## src/psm_defines.svh

```systemverilog
`ifndef PSM_DEFINES_SVH
`define PSM_DEFINES_SVH

`define PSM_CLK_PERIOD_NS 50
`define PSM_WAKE_LOW_NS 100
`define PSM_WAKE_LOW_CYC \
	((`PSM_WAKE_LOW_NS + `PSM_CLK_PERIOD_NS - 1) / `PSM_CLK_PERIOD_NS)
`define PSM_REG_SETTLE_US 150
`define PSM_REG_SETTLE_CYC \
	((`PSM_REG_SETTLE_US * 1000 + `PSM_CLK_PERIOD_NS - 1) / `PSM_CLK_PERIOD_NS)
`define PSM_OSC_SETTLE_NS 500
`define PSM_OSC_SETTLE_CYC \
	((`PSM_OSC_SETTLE_NS + `PSM_CLK_PERIOD_NS - 1) / `PSM_CLK_PERIOD_NS)
`define PSM_PLL_LOCK_US 200
`define PSM_PLL_LOCK_CYC ((`PSM_PLL_LOCK_US * 1000) / `PSM_CLK_PERIOD_NS)
`define PSM_RST_HOLD_CYC 4
`define PSM_WAKE_SRC_NONE 2'h0
`define PSM_WAKE_SRC_RX 2'h1
`define PSM_WAKE_SRC_EXT 2'h2
`define PSM_WAKE_SRC_BOTH 2'h3
`define PSM_GATE_ADC 0
`define PSM_GATE_SYNC 1
`define PSM_GATE_CCU 2
`define PSM_GATE_T2 3
`define PSM_DIV_MAX_SEL 11

`endif

```

## src/psm_pkg.sv

```systemverilog
package psm_pkg;
	typedef enum logic [2:0] {
		ST_ACTIVE, ST_IDLE, ST_DOWN, ST_WAKE_REG, ST_WAKE_OSC,
		ST_WAKE_PLL, ST_WAKE_RST
	} psm_state_t;

	typedef struct packed {
		psm_state_t state;
		logic [11:0] cnt;
		logic wake_rst;
		logic wake_ext;
		logic pll_meta;
		logic pll_sync;
		logic cpu_en;
		logic per_stb;
		logic [3:0] per_en;
		logic adc_clk;
		logic adc_an;
		logic osc;
		logic pll;
		logic flash_off;
		logic reg_on;
		logic hold;
		logic prst;
		logic rst_req;
		logic wirq;
	} psm_ctrl_t;
endpackage

```

## src/psm_clk_div.sv

```systemverilog
`timescale 1ns/1ps
`include "psm_defines.svh"
module psm_clk_div #(
	parameter int MAX_SEL = `PSM_DIV_MAX_SEL
) (
	// Clock and reset
	input wire logic sys_clk,
	input wire logic resetn,
	// Control
	input wire logic slow_down_enable,
	input wire logic [3:0] slow_clock_divider_select,
	// Enable strobe
	output logic tick
);
	typedef struct packed {
		logic [MAX_SEL-1:0] cnt;
		logic tick;
	} psm_div_t;

	psm_div_t s_q, s_d;

	if (MAX_SEL < 1 || MAX_SEL > 15) begin : g_chk
		$error("psm_clk_div: MAX_SEL out of range");
	end

	// Reserved selections clamp to the slowest rate
	function automatic logic [MAX_SEL-1:0] div_mask(input logic [3:0] sel);
		logic [3:0] c;
		c = (32'(sel) > MAX_SEL) ? 4'(MAX_SEL) : sel;
		div_mask = MAX_SEL'((32'h1 << c) - 32'h1);
	endfunction

	always_comb begin
		s_d = s_q;
		if (!slow_down_enable) begin
			s_d.cnt = '0;
			s_d.tick = 1'b1;
		end else if (s_q.cnt >= div_mask(slow_clock_divider_select)) begin
			s_d.cnt = '0;
			s_d.tick = 1'b1;
		end else begin
			s_d.cnt = s_q.cnt + MAX_SEL'(1);
			s_d.tick = 1'b0;
		end
	end

	always_ff @(posedge sys_clk or negedge resetn) begin
		if (!resetn) begin
			s_q <= '{cnt: '0, tick: 1'b1};
		end else begin
			s_q <= s_d;
		end
	end

	assign tick = s_q.tick;
endmodule // psm_clk_div

```

## src/psm_ctrl.sv

```systemverilog
// Contract
// - After any reset the block sits in active mode on the full clock.
// - Idle stops the core clock; ungated peripherals keep running.
// - In idle the core state is frozen and port pins hold their levels.
// - Any enabled pending interrupt ends idle and resumes the core.
// - The hard reset input ends idle, also idle with slow-down.
// - A watchdog overflow in idle raises an internal reset ending idle.
// - Slow-down divides core and peripheral clocks by the chosen ratio.
// - Leaving idle never clears slow-down; software clears it itself.
// - Power-down: oscillator, PLL, regulator off, flash idle, pins held.
// - In power-down interrupts and watchdog cannot wake the block.
// - A power-down request starts entry into power-down.
// - A clock-free detector sees a falling edge on the chosen wake pins.
// - Wake source: 00 none, 01 serial receive, 10 ext interrupt, 11 both.
// - Hard reset during power-down returns the ordinary reset state.
// - Select bits choose between two receive and two interrupt pins.
// - Wake type one at entry gives a reset-like wake and pin reset.
// - Wake type zero at entry gives a fast wake; pins keep their levels.
// - Wake pin held high, then low for at least 100 ns, ends power-down.
// - Fast wake: regulator 150 us, oscillator 500 ns, PLL lock 200 us.
// - After an interrupt pin wake that interrupt is raised for service; here only on a fast wake, not after a reset-like wake.
// - A set gate bit stops the ADC, sync serial, CCU or timer 2 clock.
// - Clearing analog-on turns off the converter and its clock.
`timescale 1ns/1ps
`include "psm_defines.svh"
module psm_ctrl #(
	parameter int CNT_W = 12
) (
	// Clock and reset
	input wire logic sys_clk,
	input wire logic resetn,
	// Mode requests
	input wire logic idle_request,
	input wire logic power_down_request,
	input wire logic slow_down_enable,
	input wire logic [3:0] slow_clock_divider_select,
	// Wake configuration
	input wire logic [1:0] wake_source_select,
	input wire logic wake_with_reset_select,
	input wire logic serial_rx_input_select,
	input wire logic ext_int_input_select,
	// Peripheral clock control
	input wire logic [3:0] peripheral_clock_gate_control,
	input wire logic adc_analog_on,
	// Events
	input wire logic int_pending,
	input wire logic watchdog_overflow,
	input wire logic pll_locked,
	// Wake pins
	input wire logic rx_pin_a,
	input wire logic rx_pin_b,
	input wire logic ext_int_pin_a,
	input wire logic ext_int_pin_b,
	// Mode and clock outputs
	output psm_pkg::psm_state_t power_state,
	output logic cpu_clock_enable,
	output logic periph_clock_strobe,
	output logic [3:0] periph_clock_enable,
	output logic adc_conv_clock_enable,
	output logic adc_analog_enable,
	// Power outputs
	output logic osc_enable,
	output logic pll_enable,
	output logic flash_power_down,
	output logic main_regulator_on,
	// Port, reset and wake interrupt outputs
	output logic port_hold,
	output logic port_reset,
	output logic sys_reset_req,
	output logic wake_ext_irq
);
	import psm_pkg::*;

	localparam int REG_CYC = `PSM_REG_SETTLE_CYC;
	localparam int OSC_CYC = `PSM_OSC_SETTLE_CYC;
	localparam int PLL_CYC = `PSM_PLL_LOCK_CYC;
	localparam int RST_CYC = `PSM_RST_HOLD_CYC;

	if (CNT_W < 12 || (1 << CNT_W) <= REG_CYC ||
		(1 << CNT_W) <= PLL_CYC) begin : g_chk
		$error("psm_ctrl: CNT_W too small for the wake timings");
	end

	psm_ctrl_t s_q, s_d;
	logic tick;
	logic wake_hit;
	logic wake_by_ext;
	logic armed;

	function automatic logic [11:0] load(input int cyc);
		load = 12'(cyc - 1);
	endfunction

	assign armed = (s_q.state == ST_DOWN);

	// Slow-down is a plain software level; no mode change touches it
	psm_clk_div #(
		.MAX_SEL(`PSM_DIV_MAX_SEL)
	) u_div (
		.sys_clk(sys_clk),
		.resetn(resetn),
		.slow_down_enable(slow_down_enable),
		.slow_clock_divider_select(slow_clock_divider_select),
		.tick(tick)
	);

	psm_wake_det #(
		.LOW_CYC(`PSM_WAKE_LOW_CYC)
	) u_wake (
		.sys_clk(sys_clk),
		.resetn(resetn),
		.arm(armed),
		.wake_source_select(wake_source_select),
		.serial_rx_input_select(serial_rx_input_select),
		.ext_int_input_select(ext_int_input_select),
		.rx_pin_a(rx_pin_a),
		.rx_pin_b(rx_pin_b),
		.ext_int_pin_a(ext_int_pin_a),
		.ext_int_pin_b(ext_int_pin_b),
		.wake_hit(wake_hit),
		.wake_by_ext(wake_by_ext)
	);

	always_comb begin
		logic run;
		run = 1'b0;
		s_d = s_q;
		s_d.pll_meta = pll_locked;
		s_d.pll_sync = s_q.pll_meta;
		s_d.rst_req = 1'b0;
		s_d.wirq = 1'b0;
		case (s_q.state)
			ST_ACTIVE: begin
				// Power-down wins over a same-cycle idle request
				if (power_down_request) begin
					s_d.state = ST_DOWN;
					s_d.wake_rst = wake_with_reset_select;
				end else if (idle_request) begin
					s_d.state = ST_IDLE;
				end
				s_d.rst_req = watchdog_overflow;
			end
			ST_IDLE: begin
				if (watchdog_overflow) begin
					s_d.rst_req = 1'b1;
					s_d.state = ST_ACTIVE;
				end else if (int_pending) begin
					s_d.state = ST_ACTIVE;
				end
			end
			ST_DOWN: begin
				// Interrupt and watchdog inputs are not looked at here
				if (wake_hit) begin
					s_d.wake_ext = wake_by_ext;
					if (s_q.wake_rst) begin
						s_d.state = ST_WAKE_RST;
						s_d.cnt = load(RST_CYC);
					end else begin
						s_d.state = ST_WAKE_REG;
						s_d.cnt = load(REG_CYC);
					end
				end
			end
			ST_WAKE_REG: begin
				if (s_q.cnt == 12'h000) begin
					s_d.state = ST_WAKE_OSC;
					s_d.cnt = load(OSC_CYC);
				end else begin
					s_d.cnt = s_q.cnt - 12'h001;
				end
			end
			ST_WAKE_OSC: begin
				if (s_q.cnt == 12'h000) begin
					s_d.state = ST_WAKE_PLL;
					s_d.cnt = load(PLL_CYC);
				end else begin
					s_d.cnt = s_q.cnt - 12'h001;
				end
			end
			ST_WAKE_PLL: begin
				// Lock timeout bounds the wait if the lock flag never comes
				if (s_q.pll_sync || s_q.cnt == 12'h000) begin
					s_d.state = ST_ACTIVE;
					s_d.wirq = s_q.wake_ext;
				end else begin
					s_d.cnt = s_q.cnt - 12'h001;
				end
			end
			ST_WAKE_RST: begin
				if (s_q.cnt == 12'h000) begin
					s_d.state = ST_ACTIVE;
				end else begin
					s_d.cnt = s_q.cnt - 12'h001;
				end
			end
			default: begin
				s_d.state = ST_ACTIVE;
			end
		endcase

		// Outputs follow the next state so they line up with power_state
		run = (s_d.state == ST_ACTIVE) || (s_d.state == ST_IDLE);
		s_d.cpu_en = (s_d.state == ST_ACTIVE) && tick;
		s_d.per_stb = run && tick;
		s_d.per_en = {4{run && tick}} & ~peripheral_clock_gate_control;
		s_d.adc_an = run && adc_analog_on;
		s_d.adc_clk = s_d.per_en[`PSM_GATE_ADC] && adc_analog_on;
		s_d.reg_on = (s_d.state != ST_DOWN);
		s_d.osc = !((s_d.state == ST_DOWN) || (s_d.state == ST_WAKE_REG));
		s_d.pll = run || (s_d.state == ST_WAKE_PLL) ||
			(s_d.state == ST_WAKE_RST);
		s_d.flash_off = (s_d.state == ST_DOWN) ||
			(s_d.state == ST_WAKE_REG) ||
			(s_d.state == ST_WAKE_OSC) || (s_d.state == ST_WAKE_PLL);
		s_d.hold = (s_d.state == ST_IDLE) || s_d.flash_off;
		s_d.prst = (s_d.state == ST_WAKE_RST);
		// Request spans the whole reset-like window, first cycle included
		s_d.rst_req = s_d.rst_req || (s_d.state == ST_WAKE_RST);
	end

	// Asynchronous hard reset restores active mode from any state
	always_ff @(posedge sys_clk or negedge resetn) begin
		if (!resetn) begin
			s_q <= '{state: ST_ACTIVE, cnt: 12'h000, wake_rst: 1'b0,
				wake_ext: 1'b0, pll_meta: 1'b0, pll_sync: 1'b0,
				cpu_en: 1'b1, per_stb: 1'b1, per_en: 4'hF, adc_clk: 1'b1,
				adc_an: 1'b1, osc: 1'b1, pll: 1'b1, flash_off: 1'b0,
				reg_on: 1'b1, hold: 1'b0, prst: 1'b0, rst_req: 1'b0,
				wirq: 1'b0};
		end else begin
			s_q <= s_d;
		end
	end

	assign power_state = s_q.state;
	assign cpu_clock_enable = s_q.cpu_en;
	assign periph_clock_strobe = s_q.per_stb;
	assign periph_clock_enable = s_q.per_en;
	assign adc_conv_clock_enable = s_q.adc_clk;
	assign adc_analog_enable = s_q.adc_an;
	assign osc_enable = s_q.osc;
	assign pll_enable = s_q.pll;
	assign flash_power_down = s_q.flash_off;
	assign main_regulator_on = s_q.reg_on;
	assign port_hold = s_q.hold;
	assign port_reset = s_q.prst;
	assign sys_reset_req = s_q.rst_req;
	assign wake_ext_irq = s_q.wirq;
endmodule // psm_ctrl

```

## src/psm_wake_det.sv

```systemverilog
`timescale 1ns/1ps
`include "psm_defines.svh"
module psm_wake_det #(
	parameter int LOW_CYC = `PSM_WAKE_LOW_CYC
) (
	// Clock and reset
	input wire logic sys_clk,
	input wire logic resetn,
	// Control
	input wire logic arm,
	input wire logic [1:0] wake_source_select,
	input wire logic serial_rx_input_select,
	input wire logic ext_int_input_select,
	// Pins
	input wire logic rx_pin_a,
	input wire logic rx_pin_b,
	input wire logic ext_int_pin_a,
	input wire logic ext_int_pin_b,
	// Result
	output logic wake_hit,
	output logic wake_by_ext
);
	typedef struct packed {
		logic [3:0] meta;
		logic [3:0] sync;
		logic seen_rx;
		logic seen_ext;
		logic [3:0] cnt;
		logic hit;
		logic by_ext;
	} psm_wake_t;

	psm_wake_t s_q, s_d;
	logic rx, ext, rx_en, ext_en, low;

	if (LOW_CYC < 1 || LOW_CYC > 15) begin : g_chk
		$error("psm_wake_det: LOW_CYC out of range");
	end

	// Model on sys_clk; silicon keeps this path alive without a clock
	always_comb begin
		rx = serial_rx_input_select ? s_q.sync[1] : s_q.sync[0];
		ext = ext_int_input_select ? s_q.sync[3] : s_q.sync[2];
		rx_en = wake_source_select[0];
		ext_en = wake_source_select[1];
		low = (rx_en & s_q.seen_rx & ~rx) | (ext_en & s_q.seen_ext & ~ext);
		s_d = s_q;
		s_d.meta = {ext_int_pin_b, ext_int_pin_a, rx_pin_b, rx_pin_a};
		s_d.sync = s_q.meta;
		s_d.hit = 1'b0;
		s_d.by_ext = 1'b0;
		if (!arm) begin
			s_d.seen_rx = 1'b0;
			s_d.seen_ext = 1'b0;
			s_d.cnt = '0;
		end else begin
			// Only a falling edge counts: high must be seen first
			s_d.seen_rx = s_q.seen_rx | rx;
			s_d.seen_ext = s_q.seen_ext | ext;
			if (!low) begin
				s_d.cnt = '0;
			end else if (32'(s_q.cnt) >= LOW_CYC - 1) begin
				s_d.cnt = '0;
				s_d.hit = 1'b1;
				s_d.by_ext = ext_en & s_q.seen_ext & ~ext;
			end else begin
				s_d.cnt = s_q.cnt + 4'h1;
			end
		end
	end

	always_ff @(posedge sys_clk or negedge resetn) begin
		if (!resetn) begin
			s_q <= '{meta: 4'hF, sync: 4'hF, seen_rx: 1'b0, seen_ext: 1'b0,
				cnt: 4'h0, hit: 1'b0, by_ext: 1'b0};
		end else begin
			s_q <= s_d;
		end
	end

	assign wake_hit = s_q.hit;
	assign wake_by_ext = s_q.by_ext;
endmodule // psm_wake_det

```

## config.mk

```make
export PLATFORM = sky130hd
export DESIGN_NAME = psm_ctrl
export DESIGN_NICKNAME = d
export VERILOG_FILES = /design/src/psm_pkg.sv /design/src/psm_clk_div.sv /design/src/psm_ctrl.sv /design/src/psm_wake_det.sv
export VERILOG_INCLUDE_DIRS = /design/src
export SDC_FILE = /design/constraint.sdc
export NUM_CORES = 1
export LEC_CHECK = 0
export BUFFER_PORTS_ARGS = -buffer_cell sky130_fd_sc_hd__buf_2
export CORE_MARGIN = 2
export CORE_UTILIZATION = 35
export CTS_CLUSTER_DIAMETER = 120
export DETAILED_ROUTE_END_ITERATION = 10
export GPL_ROUTABILITY_DRIVEN = 0
export PLACE_DENSITY = 0.58
export SYNTH_ARGS = -nofsm -noshare
export SYNTH_HDL_FRONTEND = slang
export SYNTH_SLANG_ARGS = --single-unit
```

## constraint.sdc

```tcl
create_clock -name sys_clk -period 2.3 [get_ports sys_clk]
set_input_delay 0.115 -clock sys_clk [delete_from_list [all_inputs] [get_ports sys_clk]]
set_output_delay 0.115 -clock sys_clk [all_outputs]
set_load 0.05 [all_outputs]
```

==> impl_results.md <==
- Outcome: finished clean
- Routed wire per std cell: 13.9 um
- Final setup fails: 0
- Max-slew headroom: 63.9%
- #FFs+latches synth: 63
- Part of the Yosys area used for sequential elements: 47.0%
- Share of cells above drive strength 1: 32.5%
- Area leader, netlist: dfrtp_1
- Die Wd: 103 um
- Multi-input logic area: 1670 sq um
- Most common cell on crit path: buf_4
- Tmin final: 2220 ps
- DRT antenna net count: 0
- Clock root cell: clkbuf_8
- Post-synthesis cell type count: 63
- Clock Path Buffers: 2
- Slowest CP cell: or3b_4
- Clk sinks: 63
- Asr flop ratio synth: 100%
- Post-Layout Inst Area: 4340 sq um
- Most common cell after layout, fill and taps aside: buf_2
- Final net count: 461
- Total Routed Length: 7700 um
- HP Class: primary input to flip-flop
- Max Cap Viol: 0
- Number of CTS-inserted buffers: 9
- Maximum operating frequency: 449 MHz
- Post-Syn Area: 3410 sq um
- First-pass GRT wire length: 12700 um
- FF/Latch Area: 1600 sq um
- Critical path class: flip-flop to flip-flop
- Worst EP required: 2540 ps
- Period utilization: 96.7%
- Number of H-tree levels: 3
- Area grow syn2layout: 27.2%
- Number of synthesized flops with an enable pin: 0
- I/O Pins: 45
- Maximum VDD drop: 0.000441 V
- Leakage power: 2.01 nW
- CTS tree: yes
- Crit path cell chain: inv_2 -> ha_1 -> or3b_4 -> nor3_4 -> buf_4 -> buf_4 -> nor3_1 -> nor2_1 -> o32ai_1 -> a221o_1
- Via density: 4.90
- Hold Fails Final Rpt: 0
- Hpwl dp: 5600 um
- N_diodes: 0
- Synth warn: 0
- Highest-count cells in the layout ignoring fill and taps: buf_2, dfrtp_1, buf_4
- Syn Nets: 380
- Placed cell area: 3940 sq um
- GRT Overall Usage: 15.8%
- FP Rows: 36
- IO buf count: 44
- Total gr overflow: 0
- Max Fanout on Critical Path: 5
- Die Span Y: 103 um
- DRC viols: 0
- Clk_lat worst skew: 350 ps
- Filler instances: 918
- Syn Inst Count: 336
- DR pass1 iterations: 5
- Worst-path clk slew: 80 ps
- Initial Utilization: 35.5%
- Worst slew pin tran: 541 ps
- Avg Cell Area, Syn: 10.1 sq um
- Power Density: 1100 nW/um^2
- Worst Clk Skew: 13.5 ps
- Post-layout power: 4.76 mW
- Vias: 2719
- Top FF cell, synth: dfrtp_1
- Area contributors post-synth: dfrtp_1, dfstp_2, ha_1
- Die Area: 10500 sq um
- CP Data Arrival Time: 2460 ps
- Vias in the first global route: 2659
- Largest net degree at the start of global routing: 31
- Crit path launch type: flip-flop
- Worst Setup End Kind: flip-flop
- Yosys top cell area share: 31.6%
- Crit path largest cell delay: 440 ps
- Slew Viols, Final: 0
- Initial antenna violation count: 0
- Detailed router's first-iteration violation count: 60
- Core Region: 9590 sq um
[registers in the layout (all words and copies together) (netlist names), 3 cells and up]
name,count
u_div.s_q,11
periph_clock_enable,4
u_wake.s_q,10
power_state,3
u_wake.s_d,4
s_q,15
[cell usage after synthesis, drive strengths merged (3+ instances only)]
master and number:
dfrtp 43, nor2 32, nand2 26, o21ai 22, dfstp 20, ha 18, a21oi 14, inv 14
clkbuf 11, buf 10, nor3 10, nand3 8, a22o 7, and2 7, nand2b 7, nor3b 7
xnor2 7, nor2b 6, nor4 5, xor2 5, a31oi 4, and3 4, o21a 4, a21o 3
nor4b 3, o31ai 3, or2 3, or4 3
[area by class of cell]
class / count / area share (%)
Multi-Input combinational cell: 238 / 38.4
Sequential cell: 63 / 36.9
Timing Repair Buffer: 91 / 13.9
Tap cell: 133 / 3.84
Clock buffer: 10 / 3.17
Clock inverter: 6 / 2.48
Inverter: 14 / 1.21
[path summary, 6_finish.rpt]
check	startpoint	end	slack, ps	cells past startpoint
setup reg to reg	s_q[21]	s_q[23]	80	10
hold reg to reg	s_d[16]	s_q[16]	350	0
hold / removal	wake_source_select[0]	u_wake.wake_hit	50	3
max in group asynchronous	resetn	u_wake.s_d[8]	1430	3
min in group asynchronous	resetn	s_q[26]	160	2
setup / recovery	s_q[21]	s_q[23]	80	10
[layer usage]
metal / vias up / global-route usage [%] / share of wire [%]
met5: - / 0 / 0
met4: 0 / 6.56 / 1.2
met3: 7 / 4.14 / 4.3
met2: 63 / 25.7 / 49
met1: 1298 / 19.9 / 46
li1: 1351 / - / -
[cells by family after synthesis]
| kind of cell | after synthesis | synth area share [%] |
|---|---|---|
| simple gates | 125 | 20.6 |
| mux | 4 | 1.25 |
| fa+ha+maj | 18 | 6.61 |
| xor+xnor | 12 | 3.08 |
| buf+inv | 35 | 5.29 |
| flops | 63 | 47.0 |
| other cells | 1 | 0.110 |
| compound gates | 78 | 16.1 |
[critical path, delay by kind of cell (launching register included)]
| kind | cells | cell delay [ps] |
|---|---|---|
| buf+inv | 3 | 330 |
| simple gates | 4 | 770 |
| flops | 1 | 400 |
| fa+ha+maj | 1 | 170 |
| compound gates | 2 | 440 |
[per-stage QoR]
step	instances	hold slack, ps	utilization, %	setup slack, ps	setup TNS [ps]
after floorplan	336	-181	-	-4.97	-28.9
after global placement	526	3.16	41.1	-18.6	-135
after detailed placement	526	0.573	41.1	-51.1	-299
after CTS	554	37.9	45.0	101	0
after global routing	555	40.7	45.2	-8.75	-8.75
final	555	54.7	45.2	75.2	0
[repair_timing]
item / CTS / global route
hold endpoints to repair: 30 / 0
resized for setup: 2 / 3
cloned: 0 / 0
pin swaps: 0 / 1
hold buffers: 12 / 0
buffers inserted: 0 / 1
setup endpoints to repair: 4 / 8
[power breakdown]
| part | switching, mW | total, mW | internal [mW] |
|---|---|---|---|
| clock | 0.450 | 1.20 | 0.745 |
| combinational | 1.22 | 2.06 | 0.845 |
| sequential | 0.167 | 1.51 | 1.34 |
No activity file was read; power rests on OpenSTA's default activity.
